**src/hdl/pio_params.svh**
```systemverilog
// Purpose: constants for the isolated parallel i/o pair
// Assumes: word-wide host bus with byte addresses
// Notes: register index is address bits 2:1 above base
// Behaviour
// - output section drives 48 held lines, takes one interrupt input
// - input section samples 48 lines, takes one interrupt input
// - each section has its own switch-set base for many units
// - four words: control/status at base, three data words following
// - both control/status words share one layout
// - bit 6 is read/write interrupt enable gating the request
// - bit 7 is request, set by external interrupt input, cleared by a low-lane write to its own control/status word
// - interrupt raised while request is true and enable set
// - setting bit 8 acts like an external request
// - all other control/status bits do nothing and read zero
// - loaded output words drive lines until cleared or reset
`ifndef PIO_PARAMS_SVH
`define PIO_PARAMS_SVH
`define PIO_WORD_W 16
`define PIO_LINES 48
`define PIO_ADDR_W 18
`define PIO_BASE_W 15
`define PIO_BASE_LSB 3
`define PIO_IDX_HI 2
`define PIO_IDX_LO 1
`define PIO_IDX_CSR 2'h0
`define PIO_IDX_A 2'h1
`define PIO_IDX_B 2'h2
`define PIO_IDX_C 2'h3
`define PIO_BIT_IE 6
`define PIO_BIT_REQ 7
`define PIO_BIT_MNT 8
`define PIO_LANE_LO 0
`define PIO_LANE_HI 1
`define PIO_SEC_OUT 0
`define PIO_SEC_IN 1
`endif

```
**src/hdl/pio_pkg.sv**
```systemverilog
// Purpose: shared types for the isolated parallel i/o pair
// Assumes: constants from the params header
// Notes: none
`include "pio_params.svh"
package pio_pkg;
   typedef logic [`PIO_WORD_W-1:0] pio_word_t;
   typedef logic [`PIO_LINES-1:0] pio_lines_t;
   typedef logic [`PIO_BASE_W-1:0] pio_base_t;
   typedef logic [`PIO_ADDR_W-1:0] pio_addr_t;
endpackage

```
**src/hdl/pio_top.sv**
```systemverilog
// Purpose: 48-line output section and 48-line input section on host bus
// Assumes: static base switches, one-cycle bus answer
// Notes: unmapped addresses get no ack; host times out
`timescale 1ns/1ps
`include "pio_params.svh"
module pio_top import pio_pkg::*; (
   // clock and reset
   input wire logic clk,
   input wire logic rst_n,
   // base address switches, one set per section
   input wire pio_base_t sw_out_base,
   input wire pio_base_t sw_in_base,
   // host register bus
   input wire pio_addr_t bus_addr,
   input wire logic bus_rd,
   input wire logic bus_wr,
   input wire logic [1:0] bus_be,
   input wire pio_word_t bus_wdata,
   output pio_word_t bus_rdata,
   output logic bus_ack,
   // user side
   output pio_lines_t out_lines,
   input wire logic out_ext_req,
   input wire pio_lines_t in_lines,
   input wire logic in_ext_req,
   // interrupts to host
   output logic irq_out,
   output logic irq_in
);

   // address match against a section base and a word index
   function automatic logic hit(input pio_addr_t a, input pio_base_t b,
                                input logic [1:0] idx);
      hit = (a[`PIO_ADDR_W-1:`PIO_BASE_LSB] == b) &&
            (a[`PIO_IDX_HI:`PIO_IDX_LO] == idx);
   endfunction

   // switch and pin synchronisers
   pio_base_t sw_out_s1_r, sw_out_r, sw_in_s1_r, sw_in_r;
   pio_lines_t in_s1_r, in_r;
   logic [1:0] ext_s1_r, ext_s2_r, ext_s3_r;
   always_ff @(posedge clk) begin
      sw_out_s1_r <= sw_out_base;
      sw_out_r <= sw_out_s1_r;
      sw_in_s1_r <= sw_in_base;
      sw_in_r <= sw_in_s1_r;
      in_s1_r <= in_lines;
      in_r <= in_s1_r;
      ext_s1_r <= {in_ext_req, out_ext_req};
      ext_s2_r <= ext_s1_r;
      ext_s3_r <= ext_s2_r;
   end

   // decode, each section at its own base
   wire acc = bus_rd | bus_wr;
   wire [1:0] csr_hit = {hit(bus_addr, sw_in_r, `PIO_IDX_CSR),
                         hit(bus_addr, sw_out_r, `PIO_IDX_CSR)};
   wire out_hit_a = hit(bus_addr, sw_out_r, `PIO_IDX_A);
   wire out_hit_b = hit(bus_addr, sw_out_r, `PIO_IDX_B);
   wire out_hit_c = hit(bus_addr, sw_out_r, `PIO_IDX_C);
   wire in_hit_a = hit(bus_addr, sw_in_r, `PIO_IDX_A);
   wire in_hit_b = hit(bus_addr, sw_in_r, `PIO_IDX_B);
   wire in_hit_c = hit(bus_addr, sw_in_r, `PIO_IDX_C);
   wire any_hit = (|csr_hit) | out_hit_a | out_hit_b | out_hit_c |
                  in_hit_a | in_hit_b | in_hit_c;
   wire [1:0] csr_wr = csr_hit & {2{bus_wr}};
   wire [1:0] ext_rise = ext_s2_r & ~ext_s3_r;

   // control/status state, one copy per section with one layout
   logic [1:0] ie_r, req_r, mnt_r, irq_r;
   logic [1:0] ie_nxt, req_nxt, mnt_nxt;
   genvar k;
   generate
      for (k = 0; k < 2; k++) begin : g_csr
         // enable in low lane, maintenance bit in high lane
         assign ie_nxt[k] = (csr_wr[k] && bus_be[`PIO_LANE_LO]) ?
                            bus_wdata[`PIO_BIT_IE] : ie_r[k];
         assign mnt_nxt[k] = (csr_wr[k] && bus_be[`PIO_LANE_HI]) ?
                             bus_wdata[`PIO_BIT_MNT] : mnt_r[k];
         // set wins over the clear done by a low-lane csr write
         assign req_nxt[k] = (ext_rise[k] | (mnt_nxt[k] & ~mnt_r[k])) ?
                             1'b1 :
                             ((csr_wr[k] && bus_be[`PIO_LANE_LO]) ?
                              1'b0 : req_r[k]);
         always_ff @(posedge clk) begin
            if (!rst_n) begin
               ie_r[k] <= 1'b0;
               req_r[k] <= 1'b0;
               mnt_r[k] <= 1'b0;
               irq_r[k] <= 1'b0;
            end else begin
               ie_r[k] <= ie_nxt[k];
               req_r[k] <= req_nxt[k];
               mnt_r[k] <= mnt_nxt[k];
               irq_r[k] <= ie_r[k] & req_r[k];
            end
         end
      end
   endgenerate
   assign irq_out = irq_r[`PIO_SEC_OUT];
   assign irq_in = irq_r[`PIO_SEC_IN];

   // output words, byte-lane writable, 16 lines each in order
   pio_lines_t out_r;
   wire [2:0] out_wsel = {out_hit_c, out_hit_b, out_hit_a} & {3{bus_wr}};
   pio_lines_t out_nxt;
   generate
      for (k = 0; k < 6; k++) begin : g_lane
         assign out_nxt[k*8 +: 8] = (out_wsel[k/2] && bus_be[k%2]) ?
                                    bus_wdata[(k%2)*8 +: 8] :
                                    out_r[k*8 +: 8];
      end
   endgenerate
   always_ff @(posedge clk) begin
      if (!rst_n) begin
         out_r <= '0;
      end else begin
         out_r <= out_nxt;
      end
   end
   assign out_lines = out_r;

   // csr image, unused bits zero
   function automatic pio_word_t csr_img(input logic ie, input logic rq,
                                         input logic mt);
      csr_img = '0;
      csr_img[`PIO_BIT_IE] = ie;
      csr_img[`PIO_BIT_REQ] = rq;
      csr_img[`PIO_BIT_MNT] = mt;
   endfunction

   // read mux and answer, registered
   wire pio_word_t rd_nxt =
      csr_hit[`PIO_SEC_OUT] ? csr_img(ie_r[0], req_r[0], mnt_r[0]) :
      csr_hit[`PIO_SEC_IN] ? csr_img(ie_r[1], req_r[1], mnt_r[1]) :
      out_hit_a ? out_r[0 +: `PIO_WORD_W] :
      out_hit_b ? out_r[`PIO_WORD_W +: `PIO_WORD_W] :
      out_hit_c ? out_r[2*`PIO_WORD_W +: `PIO_WORD_W] :
      in_hit_a ? in_r[0 +: `PIO_WORD_W] :
      in_hit_b ? in_r[`PIO_WORD_W +: `PIO_WORD_W] :
      in_hit_c ? in_r[2*`PIO_WORD_W +: `PIO_WORD_W] : '0;
   pio_word_t rdata_r;
   logic ack_r;
   always_ff @(posedge clk) begin
      if (!rst_n) begin
         rdata_r <= '0;
         ack_r <= 1'b0;
      end else begin
         rdata_r <= bus_rd ? rd_nxt : '0;
         ack_r <= acc & any_hit;
      end
   end
   assign bus_rdata = rdata_r;
   assign bus_ack = ack_r;
endmodule

```
**config.mk**
```make
export PLATFORM = sky130hd
export DESIGN_NAME = pio_top
export DESIGN_NICKNAME = d
export VERILOG_FILES = /design/src/hdl/pio_pkg.sv /design/src/hdl/pio_top.sv
export VERILOG_INCLUDE_DIRS = /design/src /design/src/hdl
export SDC_FILE = /design/constraint.sdc
export NUM_CORES = 1
export LEC_CHECK = 0
export BUFFER_PORTS_ARGS = -buffer_cell sky130_fd_sc_hd__clkbuf_2
export CORE_UTILIZATION = 30
export CTS_CLUSTER_DIAMETER = 100
export DETAILED_ROUTE_END_ITERATION = 12
export PLACE_DENSITY = 0.46
export SYNTH_ARGS = -nofsm -noshare
export SYNTH_HDL_FRONTEND = slang
export SYNTH_SLANG_ARGS = --single-unit
```
**constraint.sdc**
```tcl
create_clock -name clk -period 2.8 [get_ports clk]
set_input_delay 0.28 -clock clk [delete_from_list [all_inputs] [get_ports clk]]
set_output_delay 0.28 -clock clk [all_outputs]
set_load 0.01 [all_outputs]
```
=== Word level (Yosys, flattened, before mapping) ===
Cells that the tools add are included.

* $lt $le $gt $ge: 0
* Bitwise gates (word level): 22
* Divide/modulo/power cells: 0
* Shifts and indexed selects: 0
* Eq/ne operators: 5
* Add/subtract/negate cells: 0
* Reduce and logical (&&, ||, !) cells: 24
* $mul: 0
* Muxes and demuxes: 14

{| class="wikitable"
|+ Operators by type and width
! operator !! number
|-
| $mux 16 || 6
|-
| $eq 15x15->1 || 2
|-
| $logic_and 1x1->1 || 18
|-
| $mux 9 || 2
|-
| $or 1x1->1 || 9
|-
| $mux 1 || 6
|-
| $and 1x1->1 || 5
|-
| $and 2x2->2 || 2
|-
| $eq 2x2->1 const B || 2
|-
| $not 1->1 || 4
|-
| $reduce_bool 2->1 || 2
|-
| $reduce_or 4->1 || 1
|-
| $and 3x3->3 || 1
|-
| $eq 2x1->1 const B || 1
|-
| $logic_not 2->1 || 1
|-
| $not 2->2 || 1
|-
| $reduce_and 2->1 || 1
|-
| $reduce_or 2->1 || 1
|}

* Output and inout port bits: 67
* Latch bits: 0
* Input bits: 120
* Memories: 0
* Word-level logic and storage cells: 91
* Memory bits (read-only): 0
* Bits in registers: 235
* Bits in writable memories: 0

=== Logic depth before layout (Yosys ltp) ===
* Depth in word-level cells: 10
* Mapped depth: 8
* Depth with buffers taken out: 6

=== Worst setup path before layout ===
Ideal clock, no wire load.

* Kind: register to register
* Start point: register sw_out_r[1]
* End point: register out_r[24] (netlist: out_lines[24])
* Required time: 2684 ps
* Library setup time: 116 ps
* Path buffers: 0
* Arrival: 1944 ps
* Slack: 739 ps
* Cell stages (with the launch flop): 7
* Period minus slack after synthesis: 2061 ps
* Cells stage by stage: dfxtp_1 -> xor2_1 -> nor4_2 -> nand4_4 -> nor4_4 -> mux2i_1 -> nor2b_1

* Longest elaborated chain between the ends: 4

{| class="wikitable"
|+ RTL lines
! element !! RTL line !! source
|-
| start: declaration || pio_top.sv:39 || <nowiki>pio_base_t sw_out_s1_r, sw_out_r, sw_in_s1_r, sw_in_r;</nowiki>
|-
| start signal: assignment || pio_top.sv:44 || <nowiki>sw_out_r <= sw_out_s1_r;</nowiki>
|-
| $eq 15x15->1 || pio_top.sv:34 || <nowiki>hit = (a[`PIO_ADDR_W-1:`PIO_BASE_LSB] == b) &&</nowiki>
|-
| $logic_and 1x1->1 || pio_top.sv:34 ||
|-
| $and 3x3->3 || pio_top.sv:105 || <nowiki>wire [2:0] out_wsel = {out_hit_c, out_hit_b, out_hit_a} & {3{bus_wr}};</nowiki>
|-
| $logic_and 1x1->1 || pio_top.sv:109 || <nowiki>assign out_nxt[k*8 +: 8] = (out_wsel[k/2] && bus_be[k%2]) ?</nowiki>
|-
| end signal: assignment || pio_top.sv:118 || <nowiki>out_r <= out_nxt;</nowiki>
|-
| end: declaration || pio_top.sv:104 || <nowiki>pio_lines_t out_r;</nowiki>
|}

No other way between the ends.
A chain may end at the register's enable or synchronous reset.

=== Worst setup path after layout ===
* Start point: register sw_in_r[14]
* End point: register rdata_r[6] (netlist: bus_rdata[6])

* Longest elaborated chain between the ends: 10
* Elaborated cells on any way between the ends: 13
* Classes of those cells: eq/ne: 1; mux: 8; reduce/logical: 4

{| class="wikitable"
|+ RTL lines
! element !! RTL line !! source
|-
| start: declaration || pio_top.sv:39 ||
|-
| start signal: assignment || pio_top.sv:46 || <nowiki>sw_in_r <= sw_in_s1_r;</nowiki>
|-
| $eq 15x15->1 (*) || pio_top.sv:34 ||
|-
| $logic_and 1x1->1 || pio_top.sv:34 ||
|-
| $mux 16 || pio_top.sv:141 || <nowiki>in_hit_c ? in_r[2*`PIO_WORD_W +: `PIO_WORD_W] : '0;</nowiki>
|-
| $mux 16 || pio_top.sv:140 || <nowiki>in_hit_b ? in_r[`PIO_WORD_W +: `PIO_WORD_W] :</nowiki>
|-
| $mux 16 || pio_top.sv:139 || <nowiki>in_hit_a ? in_r[0 +: `PIO_WORD_W] :</nowiki>
|-
| $mux 16 || pio_top.sv:138 || <nowiki>out_hit_c ? out_r[2*`PIO_WORD_W +: `PIO_WORD_W] :</nowiki>
|-
| $mux 16 || pio_top.sv:137 || <nowiki>out_hit_b ? out_r[`PIO_WORD_W +: `PIO_WORD_W] :</nowiki>
|-
| $mux 16 || pio_top.sv:136 || <nowiki>out_hit_a ? out_r[0 +: `PIO_WORD_W] :</nowiki>
|-
| $mux 9 (*) || pio_top.sv:135 || <nowiki>csr_hit[`PIO_SEC_IN] ? csr_img(ie_r[1], req_r[1], mnt_r[1]) :</nowiki>
|-
| $mux 9 (*) || pio_top.sv:134 || <nowiki>csr_hit[`PIO_SEC_OUT] ? csr_img(ie_r[0], req_r[0], mnt_r[0]) :</nowiki>
|-
| end signal: assignment || pio_top.sv:149 || <nowiki>rdata_r <= bus_rd ? rd_nxt : '0;</nowiki>
|-
| end: declaration || pio_top.sv:142 || <nowiki>pio_word_t rdata_r;</nowiki>
|}

Mark *: on every way between the ends. The rest lies on a longest branch, timed or not.

==> results.tsv <==
stage	metric	value	unit
outcome	status	finished clean	
cts	cts_inserted_buffers	25	
cts	worstSkewPairLatency	0.52	ns
sta	whs	0.0234	ns
detailed_routing	routedWlPerCell	15.1	µm
synth	syn-instance-count	599	
sta	max_slew.worst_pin.slew	0.868	ns
finish	layout-drive-gt1-share	30.4	%
floorplanning	io_pins	187	
cts	cts_root_buf	clkbuf_16	
cts	clock-sinks	235	
worst_setup_path	startpoint_type	register	
floorplanning	rows	56	
hold_path	holdPathStages	3	
placement	dpl.hpwl	13100	µm
synth	synth_top_family_by_area	simple AND/OR/NAND/NOR gates	
synth	synth_xor_xnor_area_share	3.67	%
cts	postCtsSetupRepairBufs	0	
placement	place_congestion	0.817	
synth	synth_area	7160	µm²
detailed_routing	routed_wirelength	18500	µm
power_and_ir_drop	p_leak	4.35	nW
finish	seqCellArea	4700	µm²
floorplanning	die_w	156	µm
detailed_routing	ant_nets	0	
power_and_ir_drop	power_density	719	nW/µm²
synth	ys.warnings.count	0	
synth	muxShareOfSynthArea	9.14	%
floorplanning	coreArea	23400	µm²
grt	overflow	0	
synth	postSynthAreaPerCell	11.9	µm²
placement	portBuffers	185	
worst_setup_path	path_max_fanout	6	
detailed_routing	drt_iter0_drc	144	
worst_setup_path	path_class	reg2reg	
power_and_ir_drop	irDropWorstVdd	0.524	mV
grt	grtUsageTotal	15.3	%
cts	cts_buffer_depth	3	
worst_setup_path	required	3.22	ns
sta	fin_tns_setup	0	ns
cts	cts_tree	built	
worst_setup_path	cp-end-kind	register	
sta	skew	0.0145	ns
finish	syn_to_final_growth	43.1	%
synth	synthFlopType	dfxtp_1	
grt	antenna_found_initial	0	
grt	grt_first_pass_wirelength	28600	µm
synth	synthAdderAreaFrac	0	%
synth	synth-edff-count	0	
detailed_routing	first_pass_iters	4	
floorplanning	start_util	30.6	%
sta	timing.final.hold_violations	0	
worst_setup_path	crit_arrival	2.91	ns
detailed_routing	viasPerCell	4.23	
synth	synth-simple-area-share	11.2	%
synth	synth_nets	719	
finish	nets	1005	
detailed_routing	drc_errors	0	
grt	grt_pass1_vias	5289	
floorplanning	die_h	156	µm
sta	setup_viol	0	
sta	period_needed	2.49	ns
finish	multi_input_area	2320	µm²
synth	synthArstFlopShare	0	%
sta	slew_violations	0	
sta	fmax	401	MHz
finish	fin_util	43.8	%
floorplanning	fp.dieArea	24500	µm²
finish	diodes	0	
synth	synth-compound-area-share	8.30	%
synth	synth-seq-cells	235	
cts	htreeDepth	1	
sta	period_share	89.0	%
worst_setup_path	r2r_cells	6	
grt	grt_max_degree	43	
job	maxCapViolCount	0	
sta	worst_slew_margin_rel	41.6	%
synth	synth_cell_types	46	
finish	fill_cells	2257	
cts	cts.clk_slew.worst_paths	0.06	ns
synth	ys_seq_area_share	65.7	%
detailed_routing	via_count	5160	
hold_path	hold_class	in2reg	
sta	rsz0062_at_grt	no	
[what timing repair did]
action | 4_1_cts | 5_1_grt
gates resized for setup | 0 | 0
endpoints found under the hold margin | 80 | 0
hold buffers | 80 | 0
[worst paths after layout]
check,startpoint,end,slack [ns]
max,sw_in_r[14]$_DFF_P_,bus_rdata[6]$_SDFF_PN0_,0.31
min,bus_wdata[1],out_lines[1]$_SDFFE_PN0P_,0.02
max reg2reg,sw_in_r[14]$_DFF_P_,bus_rdata[6]$_SDFF_PN0_,0.31
min reg2reg,in_s1_r[11]$_DFF_P_,in_r[11]$_DFF_P_,0.32
[kinds of logic (layout without fill, tap and decap cells)]
kind of cell	count (synthesis)	count (layout)
buffers and inverters	34	337
XOR/XNOR	30	30
flip-flops	235	235
multiplexers	64	64
AO/OA/AOI/OAI	92	92
AND/OR/NAND/NOR	144	144
[cells in the final DEF (no fill, tap or decap), drive strengths merged, types with 5 or more instances in the layout]
cell type	Yosys	routed
a21boi	17	17
a21oi	15	15
a22oi	7	7
buf	9	22
bufinv	0	5
clkbuf	19	215
clkinv	1	6
dfxtp	235	235
dlygate4sd3	0	80
inv	5	6
mux2	11	11
mux2i	53	53
nand2	49	49
nand3	7	7
nor2	20	20
nor2b	39	39
nor3	10	10
nor4	6	6
o21ai	33	33
o221ai	8	8
xnor2	15	15
xor2	15	15
[critical path, stage by stage, from the launching register on]
cell and delay [ns]:
dfxtp_1 0.31, xnor2_1 0.18, nand4_1 0.16, nor4_2 0.49, a21boi_0 0.76, a22oi_1 0.18
o32ai_1 0.32
[registers in the layout, indices dropped and copies added, names as in the netlist, 2 cells and up]
register,flops
in_r,48
in_s1_r,48
out_lines,48
bus_rdata,16
sw_in_r,15
sw_in_s1_r,15
sw_out_r,15
sw_out_s1_r,15
ext_s1_r,2
ext_s2_r,2
ext_s3_r,2
ie_r,2
mnt_r,2
req_r,2
[power breakdown]
part / internal [mW] / leakage [nW] / switching (mW)
clock network: 2.18 / 0.427 / 1.30
logic: 0.207 / 1.97 / 0.171
registers: 3.47 / 1.96 / 0.0341
total: 5.85 / 4.35 / 1.51
[synth_stat cells (7+ instances only)]
master / number / area, µm²
xnor2_1: 15 / 131
nor2b_1: 39 / 244
xor2_1: 15 / 131
nor2_1: 20 / 75.1
o221ai_1: 8 / 70.1
dfxtp_1: 235 / 4700
nand3_1: 7 / 35.0
o21ai_0: 33 / 165
mux2i_1: 53 / 531
a21oi_1: 15 / 75.1
clkbuf_1: 19 / 71.3
mux2_2: 11 / 124
nand2_1: 49 / 184
a22oi_1: 7 / 52.6
nor3_1: 7 / 35.0
a21boi_0: 16 / 120
[stage by stage]
stage	setup slack, ns	cell area, µm²	power, mW	instances
after floorplan	0.739	7160	3.71	599
after global placement	0.324	8550	3.87	1097
after detailed placement	0.243	8550	3.88	1097
after CTS	0.277	10200	7.47	1221
after global routing	0.136	10200	7.65	1221
final	0.308	10200	7.36	1221
[metal layers]
metal  routed length (µm)  up-vias  GRT usage, %  part of all wire [%]
met2                 8880      141          26.5                    48
li1                     -     2613             -                     -
met3                 1040       22          3.32                   5.6
met5                    0        -             0                     0
met4                  269        0          4.25                   1.5
met1                 8260     2384          19.1                    45
[cell type report]
| type | instances | area share, % |
|---|---|---|
| sequential | 235 | 45.9 |
| multi-input combinational | 330 | 22.7 |
| timing repair buffer | 287 | 18.6 |
| clock buffer | 30 | 6.59 |
| tap | 319 | 3.90 |
| clock inverter | 14 | 2.05 |
| inverter | 6 | 0.220 |
No activity file was read; power rests on OpenSTA's default activity.
